[src/core/asla_pkg.sv]
// Package of constants and types for the add, subtract and logic datapath
package asla_pkg;

   // Data path and bus widths
   localparam int unsigned DATA_W = 32;
   localparam int unsigned ADDR_W = 8;
   localparam int unsigned CTRL_W = 18;

   // Register byte offsets on the APB window
   localparam logic [ADDR_W-1:0] OFS_CTRL   = 8'h00;  // Operation launch word
   localparam logic [ADDR_W-1:0] OFS_OPA    = 8'h04;  // First source value
   localparam logic [ADDR_W-1:0] OFS_OPB    = 8'h08;  // Second source value
   localparam logic [ADDR_W-1:0] OFS_IMM    = 8'h0C;  // Immediate value
   localparam logic [ADDR_W-1:0] OFS_RESULT = 8'h10;  // Last result, read only
   localparam logic [ADDR_W-1:0] OFS_FLAGS  = 8'h14;  // Condition flags
   localparam logic [ADDR_W-1:0] OFS_STATUS = 8'h18;  // Outcome of last launch

   // Status word field positions
   localparam int unsigned STATUS_DONE_BIT = 0;
   localparam int unsigned STATUS_ILL_BIT  = 1;
   localparam int unsigned STATUS_DEST_LSB = 4;

   // Register numbers with special meaning
   localparam logic [3:0] REG_SP = 4'hD;
   localparam logic [3:0] REG_PC = 4'hF;

   // Immediate limits
   localparam logic [DATA_W-1:0] IMM_LOW3_MAX = 32'h0000_0007;  // 0 to 7
   localparam logic [DATA_W-1:0] IMM_BYTE_MAX = 32'h0000_00FF;  // 0 to 255
   localparam logic [DATA_W-1:0] IMM_PCSP_MAX = 32'h0000_03FC;  // 0 to 1020
   localparam logic [DATA_W-1:0] IMM_SPSP_MAX = 32'h0000_01FC;  // 0 to 508

   // Reset values
   localparam logic [DATA_W-1:0] RST_WORD  = 32'h0000_0000;
   localparam logic [3:0]        RST_FLAGS = 4'h0;

   // Operation codes held in the low nibble of the launch word
   typedef enum logic [3:0] {
      OP_ADD_PLAIN             = 4'h0,
      OP_ADD_FLAG_SETTING      = 4'h1,
      OP_ADD_WITH_CARRY        = 4'h2,
      OP_SUBTRACT_PLAIN        = 4'h3,
      OP_SUBTRACT_FLAG_SETTING = 4'h4,
      OP_SUBTRACT_WITH_CARRY   = 4'h5,
      OP_REVERSE_SUBTRACT      = 4'h6,
      OP_LOGICAL_AND           = 4'h7,
      OP_INCLUSIVE_OR          = 4'h8,
      OP_EXCLUSIVE_OR          = 4'h9,
      OP_BIT_CLEAR             = 4'hA
   } asla_op_e;

   // Launch word layout, bit 0 upward: op, dest, first src, second src
   typedef struct packed {
      logic       rd_omit;  // Destination field omitted
      logic       use_imm;  // Second operand is the immediate
      logic [3:0] rm;       // Second source register number
      logic [3:0] rn;       // First source register number
      logic [3:0] rd;       // Destination register number
      logic [3:0] op;       // Operation code
   } asla_ctrl_s;

   // Condition flags, negative in bit 3 down to overflow in bit 0
   typedef struct packed {
      logic n;
      logic z;
      logic c;
      logic v;
   } asla_flags_s;

   // Bus answer sequencer, Gray coded
   typedef enum logic [1:0] {
      BUS_IDLE   = 2'h0,
      BUS_ANSWER = 2'h1
   } asla_bus_e;

endpackage

[src/core/asla_alu.sv]
// Add, subtract and logic datapath behind an APB register window
//
// The register addresses and the APB register port were left to the implementer.
`timescale 1ns/1ps
module asla_alu (
   input  wire logic                  CLK_SYS_I,
   input  wire logic                  SYS_RST_I,
   input  wire logic                  PSEL_I,
   input  wire logic                  PENABLE_I,
   input  wire logic                  PWRITE_I,
   input  wire logic [7:0]            PADDR_I,
   input  wire logic [31:0]           PWDATA_I,
   output logic      [31:0]           PRDATA_O,
   output logic                       PREADY_O,
   output logic                       PSLVERR_O,
   output logic      [31:0]           RESULT_O,
   output logic      [3:0]            DEST_O,
   output logic                       WR_EN_O,
   output asla_pkg::asla_flags_s      FLAGS_O
);
   import asla_pkg::*;

   // Bus answer state
   asla_bus_e            bus_q,      bus_d;      // Answer sequencer
   logic                 pready_q,   pready_d;   // Ready toward master
   logic                 pslverr_q,  pslverr_d;  // Unmapped address answer
   logic [DATA_W-1:0]    prdata_q,   prdata_d;   // Read data held for answer

   // Datapath state
   asla_ctrl_s           ctrl_q,     ctrl_d;     // Last launch word
   logic [DATA_W-1:0]    opa_q,      opa_d;      // First source value
   logic [DATA_W-1:0]    opb_q,      opb_d;      // Second source value
   logic [DATA_W-1:0]    imm_q,      imm_d;      // Immediate value
   logic [DATA_W-1:0]    res_q,      res_d;      // Result toward register file
   asla_flags_s          flags_q,    flags_d;    // Condition flags
   logic [3:0]           dest_q,     dest_d;     // Destination register number
   logic                 wren_q,     wren_d;     // One cycle write strobe
   logic                 done_q,     done_d;     // A launch has been seen
   logic                 ill_q,      ill_d;      // Last launch was illegal

   // Combinational execution signals
   logic                 commit;     // Access completes at this edge
   logic                 go;         // Launch word written at this edge
   asla_ctrl_s           wctrl;      // Launch word being written
   logic [3:0]           rd_eff;     // Destination after omission rule
   logic                 low_dn;     // Destination and first source are low
   logic                 low_all;    // All three fields are low
   logic                 imm_word;   // Immediate is a multiple of four
   logic                 legal;      // Register and immediate combination allowed
   logic                 is_arith;   // Adder drives carry and overflow
   logic                 sets_flags; // Operation updates flags
   logic [DATA_W-1:0]    opnd_b;     // Register or immediate second operand
   logic [DATA_W-1:0]    add_x;      // Adder first input
   logic [DATA_W-1:0]    add_y;      // Adder second input
   logic                 add_cin;    // Adder carry in
   logic [DATA_W:0]      sum;        // Adder output with carry out
   logic [DATA_W-1:0]    result;     // Selected result
   asla_flags_s          new_flags;  // Flags the operation would produce

   // An access completes only on the edge where ready is already high
   assign commit = (bus_q == BUS_ANSWER) && PSEL_I && PENABLE_I;
   assign go     = commit && PWRITE_I && (PADDR_I == OFS_CTRL);
   assign wctrl  = asla_ctrl_s'(PWDATA_I[CTRL_W-1:0]);

   // Legality of the written register and immediate combination
   always_comb begin
      rd_eff   = wctrl.rd_omit ? wctrl.rn : wctrl.rd;
      low_dn   = !rd_eff[3] && !wctrl.rn[3];
      low_all  = low_dn && !wctrl.rm[3];
      imm_word = (imm_q[1:0] == 2'h0);
      opnd_b   = wctrl.use_imm ? imm_q : opb_q;
      case (asla_op_e'(wctrl.op))
         // Carry forms: low registers, destination equals first source
         OP_ADD_WITH_CARRY, OP_SUBTRACT_WITH_CARRY: begin
            legal = low_all && (rd_eff == wctrl.rn) && !wctrl.use_imm;
         end
         // Plain add: immediate to SP or PC, SP to SP, or registers with destination equal to first source, not both sources PC
         OP_ADD_PLAIN: begin
            if (wctrl.use_imm) begin
               legal = imm_word &&
                       ((!rd_eff[3] && (wctrl.rn == REG_SP || wctrl.rn == REG_PC) &&
                         imm_q <= IMM_PCSP_MAX) ||
                        (rd_eff == REG_SP && wctrl.rn == REG_SP &&
                         imm_q <= IMM_SPSP_MAX));
            end else begin
               legal = (rd_eff == wctrl.rn) &&
                       !(wctrl.rn == REG_PC && wctrl.rm == REG_PC);
            end
         end
         // Plain subtract exists only as SP minus immediate
         OP_SUBTRACT_PLAIN: begin
            legal = wctrl.use_imm && imm_word && rd_eff == REG_SP &&
                    wctrl.rn == REG_SP && imm_q <= IMM_SPSP_MAX;
         end
         // Flag setting add and subtract: small or byte immediate, or registers
         OP_ADD_FLAG_SETTING, OP_SUBTRACT_FLAG_SETTING: begin
            if (wctrl.use_imm) begin
               legal = low_dn && (imm_q <= IMM_LOW3_MAX ||
                                  (imm_q <= IMM_BYTE_MAX && rd_eff == wctrl.rn));
            end else begin
               legal = low_all;
            end
         end
         // Negation only accepts a zero immediate
         OP_REVERSE_SUBTRACT: begin
            legal = low_dn && (!wctrl.use_imm || imm_q == RST_WORD);
         end
         // Logic forms: low registers, destination equals first source
         OP_LOGICAL_AND, OP_INCLUSIVE_OR, OP_EXCLUSIVE_OR, OP_BIT_CLEAR: begin
            legal = low_all && (rd_eff == wctrl.rn) && !wctrl.use_imm;
         end
         // Unused codes are refused
         default: begin
            legal = 1'b0;
         end
      endcase
   end

   // Adder input selection; one shared adder serves every arithmetic form
   always_comb begin
      add_x      = opa_q;
      add_y      = opnd_b;
      add_cin    = 1'b0;
      is_arith   = 1'b1;
      sets_flags = 1'b1;
      case (asla_op_e'(wctrl.op))
         OP_ADD_PLAIN: begin
            sets_flags = 1'b0;
         end
         OP_ADD_FLAG_SETTING: begin
            add_cin = 1'b0;
         end
         OP_ADD_WITH_CARRY: begin
            add_cin = flags_q.c;
         end
         OP_SUBTRACT_PLAIN: begin
            add_y      = ~opnd_b;
            add_cin    = 1'b1;
            sets_flags = 1'b0;
         end
         OP_SUBTRACT_FLAG_SETTING: begin
            add_y   = ~opnd_b;
            add_cin = 1'b1;
         end
         // One more is deducted when carry is set, so carry in is its inverse
         OP_SUBTRACT_WITH_CARRY: begin
            add_y   = ~opnd_b;
            add_cin = ~flags_q.c;
         end
         // Zero minus first source: inverted source plus one
         OP_REVERSE_SUBTRACT: begin
            add_x   = RST_WORD;
            add_y   = ~opa_q;
            add_cin = 1'b1;
         end
         default: begin
            is_arith = 1'b0;
         end
      endcase
   end

   // Result and flag production
   always_comb begin
      sum = {1'b0, add_x} + {1'b0, add_y} + {{DATA_W{1'b0}}, add_cin};
      case (asla_op_e'(wctrl.op))
         OP_LOGICAL_AND:  result = opa_q & opb_q;
         OP_INCLUSIVE_OR: result = opa_q | opb_q;
         OP_EXCLUSIVE_OR: result = opa_q ^ opb_q;
         OP_BIT_CLEAR:    result = opa_q & ~opb_q;
         default:         result = sum[DATA_W-1:0];
      endcase
      new_flags   = flags_q;
      new_flags.n = result[DATA_W-1];
      new_flags.z = (result == RST_WORD);
      // Logic forms leave carry and overflow alone
      if (is_arith) begin
         new_flags.c = sum[DATA_W];
         new_flags.v = (add_x[DATA_W-1] == add_y[DATA_W-1]) &&
                       (result[DATA_W-1] != add_x[DATA_W-1]);
      end else begin
         new_flags.c = flags_q.c;
         new_flags.v = flags_q.v;
      end
   end

   // Bus answer: one wait state, so read data and error come from flops
   always_comb begin
      bus_d     = bus_q;
      pready_d  = 1'b0;
      pslverr_d = 1'b0;
      prdata_d  = prdata_q;
      case (bus_q)
         BUS_IDLE: begin
            // Access phase seen: prepare the answer for the next edge
            if (PSEL_I && PENABLE_I) begin
               bus_d    = BUS_ANSWER;
               pready_d = 1'b1;
               prdata_d = RST_WORD;
               case (PADDR_I)
                  OFS_CTRL:   prdata_d = DATA_W'(ctrl_q);
                  OFS_OPA:    prdata_d = opa_q;
                  OFS_OPB:    prdata_d = opb_q;
                  OFS_IMM:    prdata_d = imm_q;
                  OFS_RESULT: prdata_d = res_q;
                  OFS_FLAGS:  prdata_d = DATA_W'(flags_q);
                  OFS_STATUS: prdata_d = DATA_W'({dest_q, 2'h0, ill_q, done_q});
                  default:    pslverr_d = 1'b1;
               endcase
               if (PWRITE_I) begin
                  prdata_d = RST_WORD;
               end
            end
         end
         BUS_ANSWER: begin
            bus_d = BUS_IDLE;
         end
         default: begin
            bus_d = BUS_IDLE;
         end
      endcase
   end

   // Register writes and launch commit; all take effect on the ready edge
   always_comb begin
      ctrl_d  = ctrl_q;
      opa_d   = opa_q;
      opb_d   = opb_q;
      imm_d   = imm_q;
      res_d   = res_q;
      flags_d = flags_q;
      dest_d  = dest_q;
      done_d  = done_q;
      ill_d   = ill_q;
      wren_d  = 1'b0;
      if (commit && PWRITE_I) begin
         case (PADDR_I)
            OFS_OPA:   opa_d   = PWDATA_I;
            OFS_OPB:   opb_d   = PWDATA_I;
            OFS_IMM:   imm_d   = PWDATA_I;
            OFS_FLAGS: flags_d = asla_flags_s'(PWDATA_I[3:0]);
            default: begin
            end
         endcase
      end
      // An illegal launch writes nothing and leaves flags as they were
      if (go) begin
         ctrl_d = wctrl;
         done_d = 1'b1;
         ill_d  = !legal;
         dest_d = rd_eff;
         if (legal) begin
            res_d  = result;
            wren_d = 1'b1;
            if (sets_flags) begin
               flags_d = new_flags;
            end
         end
      end
   end

   // State registers
   always_ff @(posedge CLK_SYS_I) begin
      if (SYS_RST_I) begin
         bus_q     <= BUS_IDLE;
         pready_q  <= 1'b0;
         pslverr_q <= 1'b0;
         prdata_q  <= RST_WORD;
         ctrl_q    <= asla_ctrl_s'(RST_WORD[CTRL_W-1:0]);
         opa_q     <= RST_WORD;
         opb_q     <= RST_WORD;
         imm_q     <= RST_WORD;
         res_q     <= RST_WORD;
         flags_q   <= asla_flags_s'(RST_FLAGS);
         dest_q    <= 4'h0;
         wren_q    <= 1'b0;
         done_q    <= 1'b0;
         ill_q     <= 1'b0;
      end else begin
         bus_q     <= bus_d;
         pready_q  <= pready_d;
         pslverr_q <= pslverr_d;
         prdata_q  <= prdata_d;
         ctrl_q    <= ctrl_d;
         opa_q     <= opa_d;
         opb_q     <= opb_d;
         imm_q     <= imm_d;
         res_q     <= res_d;
         flags_q   <= flags_d;
         dest_q    <= dest_d;
         wren_q    <= wren_d;
         done_q    <= done_d;
         ill_q     <= ill_d;
      end
   end

   // Outputs straight from flops
   assign PRDATA_O  = prdata_q;
   assign PREADY_O  = pready_q;
   assign PSLVERR_O = pslverr_q;  // Only ever set together with ready
   assign RESULT_O  = res_q;
   assign DEST_O    = dest_q;
   assign WR_EN_O   = wren_q;
   assign FLAGS_O   = flags_q;
endmodule // asla_alu

[config.mk]
export PLATFORM = sky130hd
export DESIGN_NAME = asla_alu
export DESIGN_NICKNAME = d
export VERILOG_FILES = /design/src/core/asla_pkg.sv /design/src/core/asla_alu.sv
export SDC_FILE = /design/constraint.sdc
export NUM_CORES = 1
export LEC_CHECK = 0
export BUFFER_PORTS_ARGS = -buffer_cell sky130_fd_sc_hd__buf_2
export CAP_MARGIN = 20
export CORE_MARGIN = 2
export CORE_UTILIZATION = 45
export CTS_CLUSTER_DIAMETER = 150
export DETAILED_ROUTE_END_ITERATION = 12
export SKIP_CTS_REPAIR_TIMING = 1
export SYNTH_ARGS = -nofsm -noshare
export SYNTH_HDL_FRONTEND = slang
export SYNTH_SLANG_ARGS = --single-unit
[constraint.sdc]
create_clock -name CLK_SYS_I -period 5.9 [get_ports CLK_SYS_I]
set_input_delay 1.18 -clock CLK_SYS_I [delete_from_list [all_inputs] [get_ports CLK_SYS_I]]
set_output_delay 1.18 -clock CLK_SYS_I [all_outputs]
set_load 0.05 [all_outputs]
Word-level counts from Yosys, hierarchy flattened. Cells that the tools add are included. W data, S select, Z words.

Flip-flop bits (word level): 192. Output and inout bits: 75. Bits of input ports: 45. Logic and storage cells: 139.

Muxes and demuxes: 21. Order comparisons: 4. Add/sub/neg operators: 2. Reduce and logical (&&, ||, !) cells: 55. Bitwise gates (word level): 11. Equal/unequal tests: 24.

Operators with widths (count): $pmux W32 S7 (1); $pmux W32 S4 (1); $mux W32 (3); $not A32 Y32 (3); $and A32 B32 Y32 (2); $logic_not A32 Y1 (2); $pmux W32 S2 (1); $add A32 B32 Y33 (1); $add A33 B1 Y33 (1); $le A32 B10 Y1 const B (1); $le A32 B3 Y1 const B (1); $le A32 B8 Y1 const B (1); $le A32 B9 Y1 const B (1); $or A32 B32 Y32 (1); $xor A32 B32 Y32 (1); $eq A4 B4 Y1 const B (7); $eq A8 B5 Y1 const B (3); $logic_and A1 B1 Y1 (24); $mux W4 (6); $eq A4 B3 Y1 const B (4); $eq A8 B4 Y1 const B (2); $reduce_or A7 Y1 (2); $reduce_and A2 Y1 (5); $reduce_or A3 Y1 (3); other kinds (19) (40).

Logic depth before layout (Yosys ltp). Gate-level depths: netlist of run 1.

Depth after elaboration: 12. Gate-level depth with buffers: 21. Mapped depth without buffers: 19.

Worst setup path before layout of run 1. Ideal clock, no wire load.

Kind: input port to flip-flop. From: input port PWDATA_I[2]. To: register flags_q (netlist bit FLAGS_O[2]). Path buffers: 4. Setup time: 0.069 ns. Stages: 21. Arrival time: 5.455 ns. Setup slack: 0.376 ns. Required time: 5.831 ns. Cell sequence: buf_2 -> clkbuf_1 -> nand2b_1 -> a21o_1 -> clkbuf_1 -> buf_1 -> nand2_1 -> o21ai_0 -> fa_1 -> inv_1 -> fa_1 -> a21o_1 -> a21oi_1 -> xor2_1 -> o221ai_1 -> a2111oi_2 -> o2111ai_1 -> a2111oi_0 -> nand3_1 -> or4_1 -> o21ai_1.

Cells in the longest elaborated chain, start to end: 10. Elaborated cells on any way between the ends: 29. Classes of those cells: 2 x add/sub; 10 x eq/ne; 10 x mux; 7 x reduce/logical.

RTL lines: start, declared (RTL line asla_alu.sv:12) `input wire logic [31:0] PWDATA_I,`; $eq A4 B3 Y1 or $eq A4 B2 Y1 (tied branches) (RTL line asla_alu.sv:72, asla_alu.sv:126); $reduce_or A3 Y1 (no source line); $pmux W32 S2 (RTL line asla_alu.sv:126) `case (asla_op_e'(wctrl.op))`; $add A32 B32 Y33 (RTL line asla_alu.sv:164) `sum = {1'b0, add_x} + {1'b0, add_y} + {{DATA_W{1'b0}}, add_cin};`; $add A33 B1 Y33 (RTL line asla_alu.sv:164); $pmux W32 S4 (RTL line asla_alu.sv:165) `case (asla_op_e'(wctrl.op))`; $logic_not A32 Y1 (RTL line asla_alu.sv:174) `new_flags.z = (result == RST_WORD);`; $mux W4 (RTL line asla_alu.sv:254) `if (sets_flags) begin`; $mux W4 (RTL line asla_alu.sv:251) `if (legal) begin`; $mux W4 (*) (RTL line asla_alu.sv:246) `if (go) begin`; end signal, assigned (RTL line asla_alu.sv:273) `flags_q <= asla_flags_s'(RST_FLAGS);`; end signal, assigned (RTL line asla_alu.sv:288) `flags_q <= flags_d;`; end, declared (RTL line asla_alu.sv:35) `asla_flags_s flags_q, flags_d;`.

Mark *: on every way between the ends. The rest lies on a longest branch, timed or not. A chain may end at the register's enable or synchronous reset.

Worst setup path in the final report of run 1.
From: input port PWDATA_I[1]. To: register flags_q (netlist bit FLAGS_O[2]).

Cells in the longest elaborated chain, start to end: 10. Elaborated cells on any way between the ends: 27. Classes of those cells: 2 x add/sub; 10 x eq/ne; 8 x mux; 7 x reduce/logical.

RTL lines (RTL line): $eq A4 B3 Y1 or $eq A4 B2 Y1 (tied branches) (asla_alu.sv:72, asla_alu.sv:126); $reduce_or A3 Y1 (no source line); $pmux W32 S2 (asla_alu.sv:126); $add A32 B32 Y33 (asla_alu.sv:164); $add A33 B1 Y33 (asla_alu.sv:164); $pmux W32 S4 (asla_alu.sv:165); $logic_not A32 Y1 (asla_alu.sv:174); $mux W4 (asla_alu.sv:254); $mux W4 (*) (asla_alu.sv:251); $mux W4 (*) (asla_alu.sv:246).

Marked as above.

==> results of run 1 <==
registers in the layout, summed over array words and instances, names as in the netlist:
signal     flops
opa_q         32
PSLVERR_O      1
imm_q         32
PRDATA_O      32
opb_q         32
PREADY_O       1
FLAGS_O        4
ill_q          1
WR_EN_O        1
ctrl_q        18
bus_q          1
DEST_O         4
RESULT_O      32
done_q         1
worst max-delay path: stages:
cell	delay, ns
buf_2	0.13
and2_4	0.16
nand2b_1	0.12
a21o_2	0.18
buf_12	0.25
nand2_1	0.07
o21ai_0	0.12
fa_1	0.25
inv_1	0.06
fa_1	0.39
a21o_1	0.21
a21oi_1	0.18
xor2_1	0.19
o221ai_1	0.20
a2111oi_2	0.37
o2111ai_1	0.15
a2111oi_0	0.41
buf_4	0.19
nand3_1	0.08
or4_1	0.51
o21ai_1	0.15
Yosys cell counts, drive strengths merged (3+ instances only):
| master | count | area [µm²] |
|---|---|---|
| clkbuf | 108 | 405 |
| o21ai | 84 | 420 |
| o311ai | 3 | 26.3 |
| a21o | 13 | 97.6 |
| and2 | 39 | 249 |
| nor3b | 3 | 27.5 |
| o21a | 5 | 37.5 |
| or3 | 6 | 37.5 |
| ha | 64 | 801 |
| nand2 | 315 | 1180 |
| o22a | 3 | 26.3 |
| a221oi | 18 | 164 |
| nor2 | 195 | 732 |
| nor4 | 10 | 62.6 |
| dfxtp | 192 | 3840 |
| nor2b | 9 | 56.3 |
| a22oi | 48 | 360 |
| nand4 | 14 | 87.6 |
| o211ai | 6 | 50.1 |
| or4 | 5 | 37.5 |
| xor2 | 15 | 131 |
| nor3 | 20 | 100 |
| a32oi | 3 | 26.3 |
| mux2i | 97 | 971 |
| a21oi | 251 | 1260 |
| o2111ai | 6 | 52.6 |
| nand3b | 5 | 37.5 |
| nand3 | 7 | 35.0 |
| xnor2 | 14 | 123 |
| o221ai | 8 | 70.1 |
| nand2b | 13 | 81.3 |
| o21bai | 8 | 60.1 |
| o22ai | 11 | 68.8 |
| a2111oi | 4 | 41.3 |
| and3 | 6 | 37.5 |
| a31oi | 8 | 50.1 |
| a211oi | 44 | 330 |
| buf | 23 | 113 |
| inv | 72 | 270 |
area by class of cell:
type / instances / area, µm²
inverter: 72 / 270
multi-input combinational: 1398 / 8360
timing repair buffer: 165 / 988
tap: 384 / 480
sequential: 192 / 3840
clock inverter: 14 / 144
clock buffer: 18 / 439
fill: 2847 / 13900
cells by family after synthesis:
family	count (synthesis)
multiplexers	97
AND/OR/NAND/NOR	661
XOR/XNOR	29
buffers and inverters	203
adder cells (fa/ha/maj)	66
flip-flops	192
AO/OA/AOI/OAI	545
per-layer routing:
layer  global-route usage  vias to the layer above
met5                    0                        -
met4                0.207                        0
met3               0.0480                      180
met2                0.541                      672
met1                0.394                     6465
li1                     -                     6422
through the flow:
step | instance area (µm²) | utilization | total power (µW) | hold slack, ns
global route | 14500 | 0.510 | 2880 | 0.475
floorplan | 12900 | - | 1520 | 0.436
finish | 14500 | 0.510 | 2800 | 0.457
CTS | 14500 | 0.510 | 2800 | 0.459
global placement | 13900 | 0.489 | 1640 | 0.442
detailed placement | 13900 | 0.490 | 1640 | 0.449
final timing paths:
check               endpoint         from  cells past startpoint  slack, ns
hold reg to reg    ctrl_q[7]    ctrl_q[7]                      2       0.46
setup / recovery  FLAGS_O[2]  PWDATA_I[1]                     21       0.74
setup reg to reg  FLAGS_O[2]     opb_q[0]                     18       1.40
hold / removal     ctrl_q[7]    ctrl_q[7]                      2       0.46
cells in the final DEF, fill, tap and decap left out, drive strengths merged, types with 15 or more instances in the layout:
master / n
o21ai: 84
xor2: 15
nor3: 20
a22oi: 48
mux2i: 97
clkbuf: 18
buf: 165
nor2: 195
ha: 64
and2: 39
dfxtp: 192
a211oi: 44
nand2: 315
a21oi: 251
a221oi: 18
inv: 79
power groups by stage:
stage               Sequential, µW  Combinational, µW  Clock (µW)
finish                        1300                322        1180
global route                  1300                343        1240
CTS                           1300                315        1190
detailed placement            1330                313           0
global placement              1330                312           0
floorplan                     1330                193           0
==> impl_metrics.tcl, run 1 <==
set metrics [dict create \
    run_status "finished clean" \
    top_layer "met4" \
    hold_violations 0 \
    skew_ns 0.0160 \
    die_y_um 174 \
    met2_wirelength_um 23500 \
    grt_pass1_wl_um 75800 \
    ys_seq_elements 192 \
    yosysWarnings 0 \
    maxSlewViolCount 0 \
    clk_pin_slew_worst_paths_ns 0.07 \
    peakVddDrop_mv 0.180 \
    dieArea_um2 30100 \
    post-place-cells 2211 \
    drtIter0Drc 1360 \
    num_antenna_cells 0 \
    wl_met1_um 19700 \
    vias_per_cell 6.13 \
    cp-start-kind "input port" \
    crit_type "in2reg" \
    drt_wl_total_um 50200 \
    synth_edf_count 0 \
    synthArstFlopShare 0 \
    cts_max_level 4 \
    swShare 0.284 \
    die_x_um 174 \
    drive_above_1_share 0.118 \
    fin_crit_sh 0.875 \
    layout_min_cycle_time_ns 5.16 \
    post-place-ws_ns 0.309 \
    synth_nets 1904 \
    cts_tree "done" \
    synth_top_family_by_area "compound AO/OA/AOI/OAI gates" \
    ctsLongestPathBuffers 2 \
    grtUsageTotal 0.325 \
    path_max_fanout 63 \
    route.detailed.drc 0 \
    syn_inst 1793 \
    fin_nets 1957 \
    p_per_area_nw_per_um2 193 \
    rsz0062_at_grt "no" \
    dp_hpwl_um 35900 \
    synth-xor-area-share 0.0196 \
    relSlewSlack 0.299 \
    synthSimpleGateAreaFrac 0.223 \
    tightest_slew_ns 1.05 \
    clock_latency_ns 0.46 \
    initial_utilization 0.454 \
    hold_class "reg2reg" \
    max-cap-violations 0 \
    antenna_found_initial 0 \
    fin_cells 2243 \
    grt_pass1_vias 12800 \
    switching_power_uw 796 \
    pwr-share-seq 0.462 \
    worstPathRequired_ns 6.27 \
    fmax_mhz 194 \
    yosysSeqAreaShare 0.297 \
    io_pins 120 \
    synthAdderAreaFrac 0.0650 \
    setup_viol_count_final 0 \
    overflow 0 \
    cts_made_buffers 17 \
    cts_sinks 192 \
    synth_compound_area_frac 0.259 \
    pwr-share-clk 0.423 \
    area_delta_synth_final_pct 12.3 \
    endpoint_kind "flip-flop" \
    synth-main-ff-cell "dfxtp_1" \
    synthMuxAreaShare 0.0750 \
    p_comb_frac 0.115 \
    gp_congestion 0.901 \
    fin_ws_ns 0.739 \
    cts_root_buf "clkbuf_16" \
    coreArea_um2 28500 \
    grt_max_degree 120 \
    power_leakage_uw 0.00558 \
    row_count 62 \
    via_count 13700 \
    crit_arrival_ns 5.54 \
    antenna_left 0 \
    route.met3.wl_um 3360 \
    syn-cell-area_um2 12900 \
    yosysUniqueCellTypes 77 \
    internal_power_uw 2010 \
    fin_setup_tns_ns 0 \
    avgSynthCellArea_um2 7.22 \
    post_drt_wl_per_cell_um 22.4 \
    portBuffers 119 \
    drt_pre_antenna_iters 6 \
]
Note: power is estimated with default switching activity, not from simulation.
==> run 2: changes to the inputs <==
--- a/config.mk
+++ b/config.mk
@@ -11,6 +11,7 @@
 export CORE_UTILIZATION = 45
 export CTS_CLUSTER_DIAMETER = 150
 export DETAILED_ROUTE_END_ITERATION = 12
+export PLACE_DENSITY = 0.66
 export SKIP_CTS_REPAIR_TIMING = 1
 export SYNTH_ARGS = -nofsm -noshare
 export SYNTH_HDL_FRONTEND = slang
==> constraint.sdc (replaced) <==
create_clock -name CLK_SYS_I -period 4.4 [get_ports CLK_SYS_I]
set_input_delay 0.88 -clock CLK_SYS_I [delete_from_list [all_inputs] [get_ports CLK_SYS_I]]
set_output_delay 0.88 -clock CLK_SYS_I [all_outputs]
set_load 0.05 [all_outputs]
==> run 2 against run 1 <==
Against the previous run:
- the run now ends with negative setup slack left
- worst hold slack about the same
- sequential cell count unchanged
- final area up 11%
- sequential share of layout area down 2.7 points
- critical path depth down 1
- count of clock-buffer cells in the layout unchanged
- cell count up 7.8%
- largest cell class unchanged
==> impl_metrics.tcl, run 2 (synthesis gave the netlist of run 1 again) <==
set metrics [dict create \
    run_status "finished with violations" \
    violations "negative setup slack" \
    portBuffers 119 \
    peakVddDrop_mv 0.274 \
    internal_power_uw 2690 \
    antenna_found_initial 0 \
    dp_hpwl_um 37000 \
    worstPathRequired_ns 4.78 \
    busiest_layer "met2" \
    swShare 0.279 \
    pwr-share-clk 0.390 \
    fin_nets 2135 \
    ctsLongestPathBuffers 2 \
    tightest_slew_ns 0.901 \
    rr_endpoint "FLAGS_O[2]" \
    r2r_start "imm_q[0]" \
    cts_tree "done" \
    finalPower_uw 3730 \
    hold_violations 0 \
    whs_ns 0.457 \
    path_cells "buf_6 -> and2_4 -> nand2b_4 -> a21o_4 -> buf_12 -> buf_12 -> buf_12 -> a211oi_1 -> a21oi_1 -> ha_1 -> nand2_1 -> o21ai_0 -> or4_1 -> a221oi_1 -> o31ai_1 -> xor2_1 -> a221oi_2 -> o2111ai_1 -> or4_1 -> o21ai_1" \
    critPathCapture "FLAGS_O[2]" \
    cts_max_level 4 \
    drtIter0Drc 1515 \
    rsz0062_at_grt "yes" \
    grtUsageTotal 0.324 \
    crit_buf_inv 4 \
    r2r_cells 17 \
    power_leakage_uw 0.00651 \
    rrSetupSlack_ns 0.28 \
    row_count 62 \
    drive_above_1_share 0.211 \
    io_pins 120 \
    fin_crit_sh 1.01 \
    cts_root_buf "clkbuf_16" \
    fmax_mhz 225 \
    gp_congestion 0.948 \
    endpoint_kind "flip-flop" \
    layout_min_cycle_time_ns 4.45 \
    path_depth 20 \
    path_max_fanout 17 \
    via_count 14600 \
    crit_path_start "PWDATA_I[0]" \
    skew_ns 0.00914 \
    crit_family "compound AO/OA/AOI/OAI gates" \
    relSlewSlack 0.400 \
    cts_made_buffers 17 \
    route.detailed.drc 0 \
    pwr-share-seq 0.466 \
    grt_util_met2 0.557 \
    cpMaxStageDelayCell "or4_1" \
    crit_type "in2reg" \
    fin_cells 2419 \
    cp-start-kind "input port" \
    hold_class "reg2reg" \
    critPathMaxStageDelay_ns 0.45 \
    post-place-ws_ns -0.746 \
    p_comb_frac 0.145 \
    overflow 0 \
    use_met1 0.383 \
    p_per_area_nw_per_um2 231 \
    drt_wl_total_um 51000 \
    setup_viol_count_final 1 \
    clk_pin_slew_worst_paths_ns 0.07 \
    dieArea_um2 30100 \
    grt_pass1_wl_um 76000 \
    die_x_um 174 \
    crit_top_cell "buf_12" \
    switching_power_uw 1040 \
    area_delta_synth_final_pct 24.8 \
    layout_commonest_cell "nand2_1" \
    clock_latency_ns 0.45 \
    maxSlewViolCount 0 \
    cts_sinks 192 \
    max-cap-violations 0 \
    coreArea_um2 28500 \
    drt_pre_antenna_iters 6 \
    grt_max_degree 112 \
    die_y_um 174 \
    antenna_left 0 \
    crit_arrival_ns 4.84 \
    post-place-cells 2384 \
    grt_pass1_vias 13500 \
    fin_ws_ns -0.0539 \
    num_antenna_cells 0 \
    post_drt_wl_per_cell_um 21.1 \
    initial_utilization 0.454 \
    vias_per_cell 6.02 \
    final_cell_mix "nand2_1 (315), a21oi_1 (243), buf_4 (212), nor2_1 (194), dfxtp_1 (192)" \
    met3_usage 0.0414 \
]
[run 2: cell count changes in the layout (fill, tap and decap cells not counted), moves of 5 or more]
cell	change
o21ai_1	+9
a21oi_2	+6
a211oi_2	+5
a21oi_1	-7
a211oi_1	-5
buf_6	+5
buf_4	+170
o21ai_0	-11
[run 2: power by group through the flow]
stage	combinational (µW)	sequential, µW	clock, µW
3_5_place_dp	497	1780	0
6_report	540	1740	1450
4_1_cts	499	1740	1450
5_1_grt	571	1740	1520
2_1_floorplan	268	1780	0
3_3_place_gp	494	1780	0
[run 2: per-stage QoR]
| stage | instance area (µm²) | TNS, ns | utilization |
|---|---|---|---|
| 5_1_grt | 16100 | -0.211 | 0.567 |
| 2_1_floorplan | 13000 | -0.279 | - |
| 6_report | 16100 | -0.0539 | 0.567 |
| 3_5_place_dp | 15300 | -5.86 | 0.537 |
| 3_3_place_gp | 15300 | -5.32 | 0.537 |
| 4_1_cts | 15800 | -0.928 | 0.556 |
[run 2: layout make-up]
class,count,area [µm²]
Clock inverter,12,90.1
Timing Repair Buffer,343,2420
Clock buffer,18,439
Tap cell,384,480
Fill cell,2769,12300
Sequential cell,192,3840
Multi-Input combinational cell,1398,8600
Inverter,72,270
[run 2: per-layer routing]
| metal | vias up | routed length (µm) |
|---|---|---|
| met2 | 731 | 24400 |
| met1 | 6857 | 19600 |
| li1 | 6783 | - |
| met4 | 0 | 3510 |
| met3 | 197 | 3530 |
| met5 | - | 0 |
[run 2: worst min-delay path: stages, from the launching register on]
cell and delay (ns):
dfxtp_1 0.31, nand2_1 0.05, a21oi_1 0.05
[run 2: how the worst min path moves through the flow]
| stage | startpoint | endpoint | slack [ns] | depth (start not counted) |
|---|---|---|---|---|
| final | ctrl_q[1] | ctrl_q[1] | 0.46 | 2 |
| after global routing | ctrl_q[10] | ctrl_q[10] | 0.47 | 2 |
| after CTS | ctrl_q[9] | ctrl_q[9] | 0.46 | 2 |
| after detailed placement | ctrl_q[9] | ctrl_q[9] | 0.45 | 2 |
| after global placement | ctrl_q[12] | ctrl_q[12] | 0.44 | 2 |
| after floorplan | ctrl_q[4] | ctrl_q[4] | 0.44 | 2 |
==> run 3: changes to the inputs <==
--- a/config.mk
+++ b/config.mk
@@ -5,10 +5,11 @@
 export SDC_FILE = /design/constraint.sdc
 export NUM_CORES = 1
 export LEC_CHECK = 0
-export BUFFER_PORTS_ARGS = -buffer_cell sky130_fd_sc_hd__buf_2
+export BUFFER_PORTS_ARGS = -buffer_cell sky130_fd_sc_hd__buf_4
 export CAP_MARGIN = 20
 export CORE_MARGIN = 2
 export CORE_UTILIZATION = 45
+export CTS_BUF_LIST = sky130_fd_sc_hd__clkbuf_2
 export CTS_CLUSTER_DIAMETER = 150
 export DETAILED_ROUTE_END_ITERATION = 12
 export PLACE_DENSITY = 0.66
==> run 3 against run 2 <==
Against the previous run:
- the flow now finishes without violations
- global-route usage rose by 0.17 points
- highest routed layer unchanged
- sequential cell count did not move
- largest cell class unchanged
- largest power group unchanged
- worst hold slack got worse by 0.22 ns
- count of clock-buffer cells in the layout fell by 1
- cell count fell by 0.70%
- via count fell by 0.51%
- clock power fell by 33%
- maximum frequency rose by 7.5%
- sequential share of layout area rose by 0.51 points
- worst setup slack improved by 0.31 ns
- final area fell by 2.0%
==> impl_metrics.tcl, run 3 (synthesis gave the netlist of run 1 again) <==
set metrics [dict create \
    via_count 14500 \
    switching_power_uw 1070 \
    power_leakage_uw 0.00629 \
    final_cell_mix "nand2_1 (315), buf_4 (312), a21oi_1 (250), nor2_1 (195), dfxtp_1 (191)" \
    fillCellCount 2789 \
    skew_ns 0.0648 \
    critPathMaxStageDelay_ns 0.53 \
    clk_pin_slew_worst_paths_ns 0.35 \
    post_drt_wl_per_cell_um 20.9 \
    grt_pass1_vias 13600 \
    area_delta_synth_final_pct 22.3 \
    clock_latency_ns 0.84 \
    run_status "finished clean" \
    fin_crit_sh 0.942 \
    hold_class "in2reg" \
    final_util 0.556 \
    pwr-share-seq 0.540 \
    max-cap-violations 0 \
    relSlewSlack 0.419 \
    setup_viol_count_final 0 \
    whs_ns 0.240 \
    p_per_area_nw_per_um2 205 \
    cts_sinks 192 \
    ctsLongestPathBuffers 2 \
    drt_pre_antenna_iters 7 \
    coreArea_um2 28500 \
    drt_wl_total_um 50200 \
    cpMaxStageDelayCell "or4_1" \
    drive_above_1_share 0.191 \
    path_cells "mux2i_1 -> nand2_1 -> o21ai_0 -> o21ai_2 -> fa_2 -> inv_2 -> fa_2 -> a21o_1 -> a21oi_1 -> xor2_1 -> o221ai_1 -> a2111oi_2 -> o2111ai_1 -> a2111oi_2 -> buf_4 -> nand3_1 -> or4_1 -> o21ai_1" \
    antenna_left 0 \
    cts_tree "done" \
    antenna_found_initial 1 \
    worstPathRequired_ns 5.20 \
    crit_family "compound AO/OA/AOI/OAI gates" \
    crit_buf_inv 2 \
    dp_hpwl_um 37600 \
    grt_max_degree 81 \
    drtIter0Drc 1521 \
    grt_pass1_wl_um 77100 \
    hold_violations 0 \
    crit_arrival_ns 4.94 \
    layout_min_cycle_time_ns 4.14 \
    tightest_slew_ns 0.872 \
    pwr-share-clk 0.298 \
    internal_power_uw 2170 \
    gp_congestion 0.981 \
    vias_per_cell 6.03 \
    layout_commonest_cell "nand2_1" \
    route.detailed.drc 0 \
    crit_type "reg2reg" \
    maxSlewViolCount 0 \
    cts_made_buffers 17 \
    finalPower_uw 3240 \
    p_comb_frac 0.161 \
    endpoint_kind "flip-flop" \
    dieArea_um2 30100 \
    fin_nets 2115 \
    overflow 0 \
    fmax_mhz 241 \
    fin_cells 2402 \
    portBuffers 119 \
    cts_max_level 4 \
    die_y_um 174 \
    io_pins 120 \
    post-place-cells 2367 \
    swShare 0.330 \
    cts_root_buf "clkbuf_2" \
    peakVddDrop_mv 0.188 \
    cp-start-kind "flip-flop" \
    path_max_fanout 3 \
    grtUsageTotal 0.326 \
    initial_utilization 0.454 \
    die_x_um 174 \
    row_count 62 \
]
run 3: cell count changes in the layout (fill, tap and decap cells not counted), sizes merged:
cell      previous run  this run
inv                 74        80
clkinv               8         6
clkinvlp             2         1
clkbuf              20        17
buf                341       323
diode                0         1
run 3: through the flow:
stage	TNS, ns	area [µm²]	setup slack, ns
3_3_place_gp	-3.54	15500	-0.556
5_1_grt	-0.0179	15800	-0.0179
4_1_cts	0	15800	0.0252
3_5_place_dp	-4.70	15500	-0.651
2_1_floorplan	-0.279	13000	-0.279
6_report	0	15800	0.255
run 3: worst reg2reg max path, cell delays in order (launching register included):
cell and delay [ns]:
dfxtp_4 0.42, mux2i_1 0.10, nand2_1 0.08, o21ai_0 0.09, o21ai_2 0.17, fa_2 0.24
inv_2 0.05, fa_2 0.39, a21o_1 0.25, a21oi_1 0.19, xor2_1 0.22, o221ai_1 0.18
a2111oi_2 0.37, o2111ai_1 0.19, a2111oi_2 0.25, buf_4 0.18, nand3_1 0.08, or4_1 0.54
o21ai_1 0.12
run 3: routing by layer:
metal	GRT usage	part of all wire	wire (µm)	vias to the layer above
met5	0	0	0	-
met4	0.212	0.075	3750	0
met3	0.0439	0.066	3300	196
met2	0.553	0.47	23600	716
met1	0.388	0.39	19600	6838
li1	-	-	-	6744
run 3: layout make-up:
| cell class | count | area [µm²] | area share |
|---|---|---|---|
| clock inverter | 15 | 184 | 0.0116 |
| tap | 384 | 480 | 0.0304 |
| sequential | 192 | 3850 | 0.243 |
| inverter | 72 | 270 | 0.0171 |
| clock buffer | 17 | 85.1 | 0.00538 |
| multi-input combinational | 1398 | 8410 | 0.531 |
| timing repair buffer | 323 | 2540 | 0.161 |
| antenna | 1 | 2.50 | 0.000158 |
run 3: power groups by stage:
stage | sequential [µW] | clock (µW) | combinational [µW]
5_1_grt | 1750 | 1040 | 553
3_5_place_dp | 1780 | 0 | 508
4_1_cts | 1750 | 966 | 509
3_3_place_gp | 1780 | 0 | 505
2_1_floorplan | 1780 | 0 | 268
6_report | 1750 | 967 | 523
run 3: path summary, 6_finish.rpt:
path | from | end | slack (ns) | cells past startpoint
setup / recovery | imm_q[0] | FLAGS_O[2] | 0.26 | 18
hold / removal | PWDATA_I[29] | opb_q[29] | 0.24 | 3
setup reg to reg | imm_q[0] | FLAGS_O[2] | 0.26 | 18
hold reg to reg | ctrl_q[11] | ctrl_q[11] | 0.48 | 2
